$ cat src/wt_defines.vh
`ifndef WT_DEFINES_VH
`define WT_DEFINES_VH

// ----------------------------------------------------------------
// Register indices (byte address is four times the index)
// ----------------------------------------------------------------
`define WT_IDX_CTRL        16'h4026
`define WT_IDX_RELOAD      16'h4027
`define WT_IDX_CFG         16'h4028
`define WT_IDX_RSTSTAT     16'h4029
`define WT_IDX_COUNT       16'h402a
`define WT_IDX_IRQ_STAT    16'h402b
`define WT_IDX_IRQ_EN      16'h402c
`define WT_IDX_IRQ_CLR     16'h402d

// ----------------------------------------------------------------
// Field positions
// ----------------------------------------------------------------
`define WT_CTRL_REFRESH_BIT   0
`define WT_CFG_ENABLE_BIT     0
`define WT_RSTSTAT_WDOG_BIT   0
`define WT_EVT_OVERFLOW_BIT   0
`define WT_EVT_REFRESH_BIT    1
`define WT_EVT_COUNT          2

// ----------------------------------------------------------------
// Reset values and counts
// ----------------------------------------------------------------
`define WT_RELOAD_RST      8'h00
`define WT_CFG_RST         1'b0
`define WT_COUNT_START     16'h0000
`define WT_COUNT_FULL      16'hffff
`define WT_PULSE_TICKS     3'h4
`define WT_RESTART_ADDR    16'h0000

`endif

$ cat src/wt_sync.v
`timescale 1ns/100ps

// ----------------------------------------------------------------
// Two-flop synchroniser with rising-edge tick
// ----------------------------------------------------------------
module wt_sync
(
   input  wire clk,
   input  wire srst,
   input  wire ce,
   input  wire async_in,
   output reg  tick_q
);

   reg stage1_q;
   reg stage2_q;
   reg stage3_q;

   // Stage one feeds only stage two, so a metastable value never fans out
   always @(posedge clk)
   begin
      if (srst)
      begin
         stage1_q <= 1'b0;
         stage2_q <= 1'b0;
         stage3_q <= 1'b0;
         tick_q   <= 1'b0;
      end
      else if (ce)
      begin
         stage1_q <= async_in;
         stage2_q <= stage1_q;
         stage3_q <= stage2_q;
         tick_q   <= stage2_q & ~stage3_q;
      end
   end

endmodule // wt_sync

$ cat src/wt_irq.v
`timescale 1ns/100ps

// ----------------------------------------------------------------
// Sticky event status, enable and level interrupt
// ----------------------------------------------------------------
module wt_irq
#(
   parameter N = 2
)
(
   input  wire         clk,
   input  wire         srst,
   input  wire         ce,
   input  wire [N-1:0] events,
   input  wire         wr_enable,
   input  wire         wr_clear,
   input  wire [N-1:0] wr_data,
   output reg  [N-1:0] status_q,
   output reg  [N-1:0] enable_q,
   output reg          irq_q
);

   genvar i;

   generate
      for (i = 0; i < N; i = i + 1)
      begin : g_bit
         // A new event beats a clear in the same cycle
         always @(posedge clk)
         begin
            if (srst)
               status_q[i] <= 1'b0;
            else if (ce)
               status_q[i] <= events[i] | (status_q[i] & ~(wr_clear & wr_data[i]));
         end
      end
   endgenerate

   always @(posedge clk)
   begin
      if (srst)
      begin
         enable_q <= {N{1'b0}};
         irq_q    <= 1'b0;
      end
      else if (ce)
      begin
         if (wr_enable)
            enable_q <= wr_data;
         irq_q <= |(status_q & enable_q);
      end
   end

endmodule // wt_irq

$ cat src/wt_watchdog.v
// Our own choice: the APB register port.
`timescale 1ns/100ps
`include "wt_defines.vh"

module wt_watchdog
(
   input  wire        CLK,
   input  wire        SRST,
   input  wire        CE,
   input  wire        PSEL,
   input  wire        PENABLE,
   input  wire        PWRITE,
   input  wire [17:0] PADDR,
   input  wire [31:0] PWDATA,
   input  wire [3:0]  PSTRB,
   output reg  [31:0] PRDATA,
   output reg         PREADY,
   output reg         PSLVERR,
   input  wire        SLOW_OSC_CLOCK,
   input  wire        STANDBY,
   input  wire        SLEEP,
   input  wire        EMULATION,
   output reg         SYS_RESET,
   output reg  [15:0] RESTART_ADDR,
   output wire        IRQ
);

   // ----------------------------------------------------------------
   // States
   // ----------------------------------------------------------------
   localparam [2:0] ST_OFF  = 3'b001;
   localparam [2:0] ST_RUN  = 3'b010;
   localparam [2:0] ST_FIRE = 3'b100;

   // ----------------------------------------------------------------
   // Declarations
   // ----------------------------------------------------------------
   reg  [2:0]  state_q;
   reg  [2:0]  state_d;
   reg  [15:0] count_q;
   reg  [15:0] count_d;
   reg  [2:0]  pulse_cnt_q;
   reg  [2:0]  pulse_cnt_d;
   reg         sys_reset_d;
   reg  [7:0]  reload_high_byte_q;
   reg         watchdog_enable_cfg_q;
   reg         reset_cause_watchdog_flag_q;
   reg  [31:0] rd_data;
   reg         rd_hit;
   reg         ev_overflow;
   reg         ev_refresh;

   wire        slow_tick;
   wire        access;
   wire        wr_commit;
   wire        wr_lane0;
   wire        watchdog_refresh;
   wire        run_ok;
   wire        frozen;
   wire        wr_reload;
   wire        wr_cfg;
   wire        wr_rststat;
   wire        wr_irq_en;
   wire        wr_irq_clr;
   wire        at_full;
   wire        pulse_last;
   wire [`WT_EVT_COUNT-1:0] irq_status;
   wire [`WT_EVT_COUNT-1:0] irq_enable;
   wire [`WT_EVT_COUNT-1:0] irq_events;

   // ----------------------------------------------------------------
   // Address decode helper
   // ----------------------------------------------------------------
   function wt_hit;
      input [17:0] addr;
      input [15:0] idx;
      begin
         wt_hit = (addr[17:2] == idx);
      end
   endfunction

   // ----------------------------------------------------------------
   // Slow oscillator crossing
   // ----------------------------------------------------------------
   // The slow clock is sampled, not used as a clock, so the whole block stays in one domain
   wt_sync u_slow_sync
   (
      .clk      (CLK),
      .srst     (SRST),
      .ce       (CE),
      .async_in (SLOW_OSC_CLOCK),
      .tick_q   (slow_tick)
   );

   // ----------------------------------------------------------------
   // APB slave
   // ----------------------------------------------------------------
   assign access    = PSEL & PENABLE;
   assign wr_commit = access & PREADY & PWRITE & rd_hit;
   assign wr_lane0  = wr_commit & PSTRB[0];

   // Unmapped words answer with an error and zero data
   always @*
   begin
      rd_data = 32'h0000_0000;
      rd_hit  = 1'b1;
      case (PADDR[17:2])
         `WT_IDX_CTRL:
            rd_data = 32'h0000_0000;
         `WT_IDX_RELOAD:
            rd_data = {24'h00_0000, reload_high_byte_q};
         `WT_IDX_CFG:
            rd_data = {31'h0000_0000, watchdog_enable_cfg_q};
         `WT_IDX_RSTSTAT:
            rd_data = {31'h0000_0000, reset_cause_watchdog_flag_q};
         `WT_IDX_COUNT:
            rd_data = {16'h0000, count_q};
         `WT_IDX_IRQ_STAT:
            rd_data = {30'h0000_0000, irq_status};
         `WT_IDX_IRQ_EN:
            rd_data = {30'h0000_0000, irq_enable};
         `WT_IDX_IRQ_CLR:
            rd_data = 32'h0000_0000;
         default:
            rd_hit = 1'b0;
      endcase
   end

   // One wait state: data is prepared in the first access cycle, so PREADY can come from a flop
   always @(posedge CLK)
   begin
      if (SRST)
      begin
         PREADY  <= 1'b0;
         PSLVERR <= 1'b0;
         PRDATA  <= 32'h0000_0000;
      end
      else if (CE)
      begin
         if (access & ~PREADY)
         begin
            PREADY  <= 1'b1;
            PSLVERR <= ~rd_hit;
            PRDATA  <= PWRITE ? 32'h0000_0000 : rd_data;
         end
         else
         begin
            PREADY  <= 1'b0;
            PSLVERR <= 1'b0;
            PRDATA  <= 32'h0000_0000;
         end
      end
   end

   // ----------------------------------------------------------------
   // Software registers
   // ----------------------------------------------------------------
   assign watchdog_refresh = wr_lane0 & wt_hit(PADDR, `WT_IDX_CTRL)
                             & PWDATA[`WT_CTRL_REFRESH_BIT];

   // ----------------------------------------------------------------
   // Write strobes
   // ----------------------------------------------------------------
   // Lane zero carries every field, so a write with that strobe low is dropped
   assign wr_reload  = wr_lane0 & wt_hit(PADDR, `WT_IDX_RELOAD);
   assign wr_cfg     = wr_lane0 & wt_hit(PADDR, `WT_IDX_CFG);
   assign wr_rststat = wr_lane0 & wt_hit(PADDR, `WT_IDX_RSTSTAT);
   assign wr_irq_en  = wr_lane0 & wt_hit(PADDR, `WT_IDX_IRQ_EN);
   assign wr_irq_clr = wr_lane0 & wt_hit(PADDR, `WT_IDX_IRQ_CLR);

   // Reload byte is plain storage; it is only read at refresh time, so write order does not matter
   always @(posedge CLK)
   begin
      if (SRST)
      begin
         reload_high_byte_q    <= `WT_RELOAD_RST;
         watchdog_enable_cfg_q <= `WT_CFG_RST;
      end
      else if (CE)
      begin
         if (wr_reload)
            reload_high_byte_q <= PWDATA[7:0];
         if (wr_cfg)
            watchdog_enable_cfg_q <= PWDATA[`WT_CFG_ENABLE_BIT];
      end
   end

   // Cause flag: set by an overflow, cleared by writing one; the set wins
   always @(posedge CLK)
   begin
      if (SRST)
         reset_cause_watchdog_flag_q <= 1'b0;
      else if (CE)
      begin
         if (ev_overflow)
            reset_cause_watchdog_flag_q <= 1'b1;
         else if (wr_rststat & PWDATA[`WT_RSTSTAT_WDOG_BIT])
            reset_cause_watchdog_flag_q <= 1'b0;
      end
   end

   // ----------------------------------------------------------------
   // Watchdog counter
   // ----------------------------------------------------------------
   assign run_ok = watchdog_enable_cfg_q & ~EMULATION;
   assign frozen = STANDBY | SLEEP;
   // Full-scale compare is a level, so a counter parked at full scale by a freeze still fires
   assign at_full    = (count_q == `WT_COUNT_FULL);
   assign pulse_last = (pulse_cnt_q == `WT_PULSE_TICKS - 3'h1);

   always @*
   begin
      state_d     = state_q;
      count_d     = count_q;
      pulse_cnt_d = pulse_cnt_q;
      sys_reset_d = SYS_RESET;
      ev_overflow = 1'b0;
      ev_refresh  = 1'b0;
      case (state_q)
         ST_OFF:
         begin
            // Held at zero while disabled, so enabling always starts a fresh interval
            count_d = `WT_COUNT_START;
            if (run_ok)
               state_d = ST_RUN;
         end
         ST_RUN:
         begin
            if (~run_ok)
            begin
               state_d = ST_OFF;
               count_d = `WT_COUNT_START;
            end
            else if (watchdog_refresh)
            begin
               // Refresh outranks overflow, so a late refresh still rescues the system
               count_d    = {reload_high_byte_q, 8'h00};
               ev_refresh = 1'b1;
            end
            else if (at_full)
            begin
               state_d     = ST_FIRE;
               pulse_cnt_d = 3'h0;
               sys_reset_d = 1'b1;
               ev_overflow = 1'b1;
            end
            else if (slow_tick & ~frozen)
               count_d = count_q + 16'h0001;
         end
         ST_FIRE:
         begin
            // Once started the pulse always completes, even if emulation begins meanwhile
            if (slow_tick)
            begin
               if (pulse_last)
               begin
                  state_d     = ST_OFF;
                  sys_reset_d = 1'b0;
                  count_d     = `WT_COUNT_START;
               end
               else
                  pulse_cnt_d = pulse_cnt_q + 3'h1;
            end
         end
         default:
         begin
            state_d     = ST_OFF;
            count_d     = `WT_COUNT_START;
            sys_reset_d = 1'b0;
         end
      endcase
   end

   always @(posedge CLK)
   begin
      if (SRST)
      begin
         state_q     <= ST_OFF;
         count_q     <= `WT_COUNT_START;
         pulse_cnt_q <= 3'h0;
      end
      else if (CE)
      begin
         state_q     <= state_d;
         count_q     <= count_d;
         pulse_cnt_q <= pulse_cnt_d;
      end
   end

   // ----------------------------------------------------------------
   // Reset outputs
   // ----------------------------------------------------------------
   // The pulse is a plain flop so the system reset tree never sees decode glitches
   always @(posedge CLK)
   begin
      if (SRST)
         SYS_RESET <= 1'b0;
      else if (CE)
         SYS_RESET <= sys_reset_d;
   end

   // Restart vector is fixed; it is reloaded on every overflow so the target cannot drift
   always @(posedge CLK)
   begin
      if (SRST)
         RESTART_ADDR <= `WT_RESTART_ADDR;
      else if (CE & ev_overflow)
         RESTART_ADDR <= `WT_RESTART_ADDR;
   end

   // ----------------------------------------------------------------
   // Interrupts
   // ----------------------------------------------------------------
   assign irq_events[`WT_EVT_OVERFLOW_BIT] = ev_overflow;
   assign irq_events[`WT_EVT_REFRESH_BIT]  = ev_refresh;

   wt_irq #(.N(`WT_EVT_COUNT)) u_irq
   (
      .clk       (CLK),
      .srst      (SRST),
      .ce        (CE),
      .events    (irq_events),
      .wr_enable (wr_irq_en),
      .wr_clear  (wr_irq_clr),
      .wr_data   (PWDATA[`WT_EVT_COUNT-1:0]),
      .status_q  (irq_status),
      .enable_q  (irq_enable),
      .irq_q     (IRQ)
   );

endmodule // wt_watchdog

$ cat config.mk
export PLATFORM = sky130hd
export DESIGN_NAME = wt_watchdog
export DESIGN_NICKNAME = d
export VERILOG_FILES = /design/src/wt_sync.v /design/src/wt_irq.v /design/src/wt_watchdog.v
export VERILOG_INCLUDE_DIRS = /design/src
export SDC_FILE = /design/constraint.sdc
export NUM_CORES = 1
export LEC_CHECK = 0
export BUFFER_PORTS_ARGS = -buffer_cell sky130_fd_sc_hd__buf_2
export CAP_MARGIN = 0
export CORE_MARGIN = 5
export CORE_UTILIZATION = 35
export DETAILED_ROUTE_END_ITERATION = 12
export SLEW_MARGIN = 20
export SYNTH_ARGS = -nofsm -noshare
export SYNTH_HDL_FRONTEND = slang
export SYNTH_SLANG_ARGS = --single-unit
$ cat constraint.sdc
create_clock -name CLK -period 2.7 [get_ports CLK]
set_input_delay 0.135 -clock CLK [delete_from_list [all_inputs] [get_ports CLK]]
set_output_delay 0.135 -clock CLK [all_outputs]
set_load 0.02 [all_outputs]
======== After elaboration in Yosys (flattened, before gate mapping) ========
Cells that the tools add are included.
operators by class
  muxes and demuxes ....................... 41
  reduce and logical (&&, ||, !) cells .... 12
  eq/ne operators ......................... 24
  bitwise logic cells ..................... 33
  add/sub/neg operators ................... 2
operators by type and width
  operator                                          count
  == test 16 x 15 -> 1 bit (second input constant)  8
  2-to-1 mux 16 bit                                 6
  one-hot mux 16 bit (6 select lines)               1
  2-to-1 mux 32 bit                                 2
  2-to-1 mux 3 bit                                  11
  one-hot mux 16 bit (2 select lines)               1
  AND 1 bit                                         21
  2-to-1 mux 1 bit                                  17
  adder 16 x 1 -> 16 bit (second input constant)    1
  == test 16 bit (second input constant)            1
  AND reduction 7 bit                               2
  != test 2 bit (second input constant)             6
  one-hot mux 3 bit (3 select lines)                1
  != test 4 bit (second input constant)             2
  inverter 1 bit                                    8
  AND reduction 2 bit                               4
  OR reduction 8 bit                                1
  == test 3 x 2 -> 1 bit (second input constant)    2
  != test 3 bit (second input constant)             2
  one-hot mux 3 bit (2 select lines)                1
  AND reduction 6 bit                               1
  AND reduction 5 bit                               1
  nonzero test 2 bit                                2
  adder 3 x 1 -> 3 bit (second input constant)      1
  7 further kinds                                   9
storage, ports and cells
  bits in registers ....................... 76
  logic and storage cells ................. 130

======== Longest topological paths before layout ========
Gate-level depths: netlist of the first run.
  word-level depth ........................ 12
  mapped depth ............................ 9

======== Cells and area by module ========
Synthesis of the first run repeated with hierarchy kept, for this count alone.
second synthesis, totals
  cell total of the unflattened synthesis .. 424
  area, all modules ....................... 3560.9 um^2
modules (own cells, without submodules)
  module       sequential area each (um^2)  area each (um^2)  cells each  times used
  wt_watchdog  1021.0                       3191.8            389         1
  wt_irq       100.1                        220.2             21          1
  wt_sync      80.1                         148.9             14          1

======== Worst setup path after synthesis of the first run ========
OpenSTA, ideal clock, no wires.
  kind .................................... flip-flop to flip-flop
  from .................................... register count_q[0]
  to ...................................... register count_q[4]
  period minus slack after synthesis ...... 1912 ps
  arrival ................................. 1790 ps
  required time ........................... 2578 ps
  path buffers ............................ 1
  cell stages (with the launch flop) ...... 9
  path slack .............................. 788 ps
  path through ............................ dfxtp_1 -> ha_1 -> nand4_1 -> nor4_4 -> nand2b_1 -> buf_4 -> nor4_4 -> and3_1 -> a221o_1
on the way
  word-level cells in the longest chain between the ends .. 6
  elaborated cells on any way between the ends .. 9
  classes of those cells .................. add/sub (1); eq/ne (2); mux (5); reduce/logical (1)
ends and longest elaborated chain
  element                              RTL line           RTL
  start, declared                      wt_watchdog.v:40   reg [15:0] count_q;
  start signal, assigned               wt_watchdog.v:279  count_q <= `WT_COUNT_START;
  start signal, assigned               wt_watchdog.v:285  count_q <= count_d;
  adder 16 x 1 -> 16 bit               wt_watchdog.v:248  count_d = count_q + 16'h0001;
  2-to-1 mux 16 bit                    wt_watchdog.v:247  else if (slow_tick & ~frozen)
  2-to-1 mux 16 bit                    wt_watchdog.v:240  else if (at_full)
  2-to-1 mux 16 bit                    wt_watchdog.v:234  else if (watchdog_refresh)
  2-to-1 mux 16 bit                    wt_watchdog.v:229  if (~run_ok)
  one-hot mux 16 bit (2 select lines)  wt_watchdog.v:219  case (state_q)
Several ways; a longest one is shown, not always the timed one. The select of a mux whose other input is x is not followed.
A chain may end at the register's enable or synchronous reset.

======== Worst setup path after layout of the first run ========
  from .................................... register count_q[0]
  to ...................................... register count_q[10]
The elaborated chain is that of the path after synthesis.

==> summary.md, run 1 <==
| Metric | Value |
|---|---|
| Via count | `~3000` |
| Post-synth top cells | `dfxtp_1, nor2_1, buf_4` |
| Largest net degree at the start of global routing | `46` |
| EDFF count, synth | `0` |
| Reg2Reg Depth | `7` |
| Critical Path Max Stage Delay | `approximately 0.52 ns` |
| Crit path cell chain | `ha_1 > nand4_1 > nor4_4 > o21ai_0 > o22ai_2 > a21oi_1 > o22ai_1` |
| Post-Syn Instances | `402` |
| Clk pwr share | `44.1%` |
| Crit Path Max Fanout | `13` |
| Placed insts | `~570` |
| Max Clock Skew | `0.0113 ns` |
| Sequential share of power | `48.2%` |
| Area contributors post-synth | `dfxtp_1, buf_4, nor2_1` |
| Int Power | `0.00136 W` |
| F_max | `454 MHz` |
| Period utilization | `81.6%` |
| Maximum VDD drop | `roughly 0.00029 V` |
| Antenna violations before repair | `0` |
| Worst slew pin tran | `0.668 ns` |
| Routed WL per cell | `14.1 um` |
| RSZ-0062 raised after global routing | `false` |
| Sequential share of the synthesized area | `between 30% and 40%` |
| P&R area growth vs syn | `13.4%` |
| P_leak | `about 1.4 nW` |
| Share of the core filled with cells | `about two fifths` |
| CTS Hold Bufs | `0` |
| Initial detailed-routing violation count | `roughly 210` |
| Overall fraction of global-route tracks in use | `~15%` |
| Fin cells | `587` |
| Hold Crit Depth | `3` |
| Max_cap viols | `0` |
| Row count | `35` |
| FF+latch count, synth | `60` |
| Status | `complete, no violations` |
| # diodes | `0` |
| Vias per inst | `slightly above 5` |
| Worst setup margin | `0.496 ns` |
| Worst R2R Setup Slack | `around 0.50 ns` |
| Clock root cell | `clkbuf_8` |
| Initial Util | `between 30% and 40%` |
| Ratio of cells with drive above 1 in the final layout | `a little over a fifth` |
| Synth Cell Area | `around 3400 sq um` |
| Comb pwr share | `7.7%` |
| Primary FF master, synth | `dfxtp_1` |
| Vias in the first global route | `~2800` |
| Fin crit period | `about 2.2 ns` |
| HPWL after detailed placement | `6.17 mm` |
| CP Capture Type | `register` |
| Clock buffer depth | `2` |
| Die height | `around 110 um` |
| Critical path class | `register to register` |
| RD Place Congestion | `0.891` |
| Total power | `about 0.0018 W` |
| Synth cell types | `between 60 and 70` |
| Drt drc | `0` |
| Ys async rst share | `0%` |
| Num CTS Buffers | `9` |
| Total grt overflow | `0` |
| Post-place setup slack | `0.522 ns` |
| First-pass GRT wire length | `between 10 and 15 mm` |
| Total Wirelength | `between 8 and 9 mm` |
| Die Width | `108 um` |
| Slowest CP cell | `o22ai_2` |
| Worst min path class | `input pin to register` |
| PD cells | `a little under 500 nW/um^2` |
| Nets | `520` |
| Max-slew violation count | `0` |
| Final setup viols | `0` |
| Sw Ratio | `between 20% and 30%` |
| First-pass DRT Iterations | `4` |
| CTS resizes | `0` |
| Die area | `about 12000 sq um` |
| Postcts setup bufs | `0` |
| Sw Pwr | `0.000490 W` |
| Share of the synthesized area in the top cell type | `~36%` |
| Most frequent cell after synthesis | `dfxtp_1` |
| Routed Antenna Nets | `0` |
| CTS tree | `built` |
| IO buf count | `54` |
| Max H-tree Level | `3` |
| Clk sinks | `60` |
| CP required | `2.96 ns` |
| WP data arrival | `around 2.5 ns` |
| Worst rel slew slack | `between 50% and 60%` |
| Synth warn | `0` |
| Ports | `116` |
| Clk_lat worst skew | `between 0.3 and 0.4 ns` |
| Cell taking the most area after synthesis | `dfxtp_1` |
| Final Hold Vio Count | `0` |
| Setup TNS | `0 ns` |
| Reg clk slew, reported paths | `approximately 0.08 ns` |
| CP startpoint kind | `register` |
| Syn_area_per_cell | `around 8.4 sq um` |
| Core area | `9330 sq um` |
-- final timing paths --
path,start,end
setup reg to reg,count_q[0]$_SDFFE_PP0P_,count_q[10]$_SDFFE_PP0P_
hold / removal,PWDATA[4],reload_high_byte_q[4]$_SDFFE_PP0P_
hold reg to reg,PSLVERR$_SDFFE_PP0P_,PSLVERR$_SDFFE_PP0P_
setup / recovery,count_q[0]$_SDFFE_PP0P_,count_q[10]$_SDFFE_PP0P_
-- through the flow --
stage / area (sq um) / hold WS [ns]
6_report: 3820 / 0.0310
5_1_grt: 3820 / 0.0395
4_1_cts: 3820 / 0.0220
3_5_place_dp: 3620 / 0.384
3_3_place_gp: 3620 / 0.370
2_1_floorplan: 3480 / 0.282
-- critical path, delay by kind of cell (launching register included) --
family	cells	cell delay, ns
adders and majority gates	1	0.26
DFF	1	0.44
and+or+nand+nor	2	0.53
AOI/OAI and AO/OA	4	0.91
-- cell families (layout without fill, tap and decap cells) --
| logic type | count (synthesis) | in the layout | synth area share [%] |
|---|---|---|---|
| AO/OA/AOI/OAI | 91 | 91 | 18.2 |
| XOR/XNOR | 2 | 2 | 0.520 |
| adder cells (fa/ha/maj) | 3 | 3 | 1.11 |
| buffers and inverters | 62 | 87 | 11.1 |
| flip-flops | 60 | 60 | 35.7 |
| multiplexers | 19 | 19 | 5.65 |
| other | 1 | 32 | 0.111 |
| AND/OR/NAND/NOR | 164 | 164 | 27.6 |
-- placed cells by master, fill, tap and decap left out, drive strengths merged, types with 5 or more instances in the layout --
cell type | Yosys | final
nand3 | 20 | 20
conb | 1 | 32
nand2b | 5 | 5
clkbuf | 9 | 9
a21oi | 25 | 25
inv | 13 | 14
nor2 | 59 | 59
o22ai | 5 | 5
buf | 40 | 58
clkinv | 0 | 5
a22oi | 15 | 15
mux2i | 19 | 19
dfxtp | 60 | 60
o21ai | 15 | 15
nor4 | 9 | 9
nor3 | 7 | 7
a2bb2oi | 9 | 9
nand4 | 6 | 6
nand2 | 30 | 30
-- power by group through the flow --
stage / Sequential [W] / Clock [W] / Combinational (W)
6_report: 0.000890 / 0.000815 / 0.000142
5_1_grt: 0.000891 / 0.000875 / 0.000155
4_1_cts: 0.000890 / 0.000833 / 0.000140
3_5_place_dp: 0.000911 / 0 / 0.000140
3_3_place_gp: 0.000911 / 0 / 0.000139
2_1_floorplan: 0.000913 / 0 / 0.000127
-- sequential cells by signal (all words and copies together), names as in the netlist, 2 cells and up --
signal and flops:
PRDATA 16, count_q 16, pulse_cnt_q 3, reload_high_byte_q 8
state_q 3, u_irq.enable_q 2, u_irq.status_q 2
-- cell type report --
cell class | count | area [sq um]
repair buffers | 58 | 300
clock buffers | 9 | 124
clock inverters | 7 | 75.1
inverters | 13 | 48.8
flip-flops and latches | 60 | 1200
well taps | 129 | 161
multi-input cells | 311 | 1910
fillers | 941 | 5510
-- layer usage --
layer / track usage (%) / part of all wire (%) / up-vias
li1: - / - / 1482
met1: 19.1 / 48 / 1367
met2: 22.6 / 44 / 97
met5: 0 / 0 / -
met3: 3.22 / 5.7 / 15
met4: 7.39 / 2.4 / 0
Power figures use the tool's default switching activity.
==> run 2, diff against run 1 <==
clock period = 1.96 ns   (was 2.7 ns; I/O delays follow)
==> run 2 against run 1 <==
Compared with the run above: register-to-register slack worse by 0.38 ns; design area rose by 10%; clock power up 44%; critical path depth rose by 2; first-iteration DRC count is 16% lower; flip-flop and latch count is the same; utilization rose by 4.2 points; combinational power is 54% higher; critical path type unchanged; critical endpoint is now count_q[5]$_SDFFE_PP0P_.
==> summary.md, run 2 (synthesized netlist as in run 1, its figures left out) <==
| Metric | Value |
|---|---|
| Multi-input logic area | `1940 sq um (+1.4%)` |
| Comb pwr share | `8.4% (+0.7 points)` |
| HPWL after detailed placement | `6.76 mm (+9.6%)` |
| Commonest non-fill, non-tap cell in the layout | `dfxtp_1` |
| Ports | `116 (unchanged)` |
| Hold Crit Depth | `3 (unchanged)` |
| Setup TNS | `0 ns (unchanged)` |
| Clock buffer depth | `2 (unchanged)` |
| Final Hold Vio Count | `0 (unchanged)` |
| Max_cap viols | `0 (unchanged)` |
| Clk pwr share | `44.7% (+0.6 points)` |
| Max H-tree Level | `3 (unchanged)` |
| Final setup viols | `0 (unchanged)` |
| Int Power | `0.00190 W (+40%)` |
| Total power | `0.00261 W (+41%)` |
| First-pass DRT Iterations | `5 (+1)` |
| Reg area | `1200 sq um (+0.21%)` |
| CP startpoint kind | `register` |
| Total Wirelength | `8.88 mm (+7.0%)` |
| Sw Ratio | `27.3% (+0.75 points)` |
| Period utilization | `94.0% (+12 points)` |
| F_max | `543 MHz (+20%)` |
| RR Startpoint | `count_q[0]$_SDFFE_PP0P_` |
| Initial Util | `36.1% (unchanged)` |
| Worst R2R Setup Slack | `0.12 ns (-0.38 ns)` |
| Reg clk slew, reported paths | `0.08 ns (about the same)` |
| Status | `complete, no violations` |
| Max-slew violation count | `0 (unchanged)` |
| Die Width | `108 um (unchanged)` |
| Nets | `560 (+7.7%)` |
| Crit Path Max Fanout | `5 (-8)` |
| Antenna violations before repair | `0 (unchanged)` |
| Share of the core filled with cells | `45.2% (+4.2 points)` |
| CP required | `2.24 ns (-0.72 ns)` |
| Core area | `9330 sq um (unchanged)` |
| Vias in the first global route | `3058 (+7.9%)` |
| Row count | `35 (unchanged)` |
| P&R area growth vs syn | `25.1%` |
| WP data arrival | `2.12 ns (-0.35 ns)` |
| Maximum VDD drop | `0.000430 V (+48%)` |
| Max Clock Skew | `0.00653 ns (-0.00482 ns)` |
| Num CTS Buffers | `9 (unchanged)` |
| Clock root cell | `clkbuf_8` |
| # diodes | `0 (unchanged)` |
| Reg2reg end | `count_q[5]$_SDFFE_PP0P_` |
| Hold Slack | `0.0492 ns (+0.0182 ns)` |
| Reg2Reg Depth | `9 (+2)` |
| Critical path class | `register to register` |
| Fillers | `915 (-2.8%)` |
| PD cells | `620 nW/um^2 (+28%)` |
| Sequential share of power | `47.0% (-1.2 points)` |
| CP Capture Type | `register` |
| Via count | `3163 (+6.8%)` |
| Worst min path class | `input pin to register` |
| Overall fraction of global-route tracks in use | `15.7% (+1.1 points)` |
| IO buf count | `54 (unchanged)` |
| First-pass GRT wire length | `14.6 mm (+7.8%)` |
| Worst Hold Path EP | `reload_high_byte_q[1]$_SDFFE_PP0P_` |
| Vias per inst | `5.04 (about the same)` |
| P_leak | `1.66 nW (+15%)` |
| Total grt overflow | `0 (unchanged)` |
| Die area | `11700 sq um (unchanged)` |
| Die height | `108 um (unchanged)` |
| Clk sinks | `60 (unchanged)` |
| Fin crit period | `1.84 ns (-0.362 ns)` |
| Ratio of cells with drive above 1 in the final layout | `27.3% (+6.1 points)` |
| CTS tree | `built` |
| Commonest non-fill, non-tap cells in the layout | `dfxtp_1, nor2_1, buf_2` |
| Largest net degree at the start of global routing | `45 (-2.2%)` |
| Routed WL per cell | `14.2 um (+0.21%)` |
| Sw Pwr | `0.000712 W (+45%)` |
| HP Start | `PWDATA[1]` |
| Largest regs | `PRDATA x16, count_q x16, reload_high_byte_q x8` |
| Clk_lat worst skew | `0.35 ns (about the same)` |
| Initial detailed-routing violation count | `177 (-16%)` |
| RD Place Congestion | `0.907 (+1.8%)` |
| Drt drc | `0 (unchanged)` |
| Routed Antenna Nets | `0 (unchanged)` |
==> run 2: what timing repair did <==
action	4_1_cts	5_1_grt
resized for setup	0	8
pin swaps	1	6
hold buffers	7	0
endpoints found under the setup margin	1	14
hold endpoints to repair	7	0
setup buffers	0	5
gates cloned	0	0
==> run 2: per-stage QoR <==
| stage | area, sq um | setup slack, ns | std cells |
|---|---|---|---|
| global route | 4210 | -0.00964 | 627 |
| finish | 4210 | 0.118 | 627 |
| CTS | 4130 | 0.0594 | 622 |
| detailed placement | 3860 | 0.0152 | 599 |
| floorplan | 3480 | 0.0478 | 433 |
| global placement | 3860 | 0.0887 | 599 |
==> run 2: layout make-up <==
type,count,share of cell area (%)
Multi-Input combinational cell,311,45.9
Inverter,13,1.16
Clock buffer,9,2.94
Sequential cell,60,28.6
Clock inverter,7,1.93
Timing Repair Buffer,98,15.6
Tap cell,129,3.83
==> run 2: power groups by stage <==
stage | Sequential [W] | Clock (W) | Combinational (W)
detailed placement | 0.00125 | 0 | 0.000205
finish | 0.00123 | 0.00117 | 0.000219
global route | 0.00123 | 0.00125 | 0.000240
CTS | 0.00123 | 0.00120 | 0.000216
global placement | 0.00125 | 0 | 0.000203
floorplan | 0.00126 | 0 | 0.000175
==> run 2: worst max path at each step <==
stage	startpoint	end	slack [ns]
finish	count_q[0]$_SDFFE_PP0P_	count_q[5]$_SDFFE_PP0P_	0.12
CTS	count_q[0]$_SDFFE_PP0P_	count_q[12]$_SDFFE_PP0P_	0.06
global placement	count_q[0]$_SDFFE_PP0P_	pulse_cnt_q[0]$_SDFFE_PP0P_	0.09
floorplan	count_q[0]$_SDFFE_PP0P_	count_q[4]$_SDFFE_PP0P_	0.05
detailed placement	count_q[0]$_SDFFE_PP0P_	count_q[12]$_SDFFE_PP0P_	0.02
global route	state_q[0]$_SDFFE_PP1P_	count_q[10]$_SDFFE_PP0P_	-0.01
==> run 2: critical path, cell delays in order, from the launching register on <==
cell      delay (ns)
dfxtp_2         0.34
ha_4            0.16
nand4_1         0.13
nor4_4          0.07
nand2b_4        0.16
buf_12          0.13
nor4_4          0.40
buf_4           0.20
nand3_1         0.07
mux2i_1         0.12
==> run 2: layer usage <==
metal,GRT usage (%),routed length (um),vias to the layer above
li1,-,-,1566
met1,20.2,3940,1471
met2,25.1,4160,108
met3,3.52,606,18
met4,7.21,178,0
met5,0,0,-
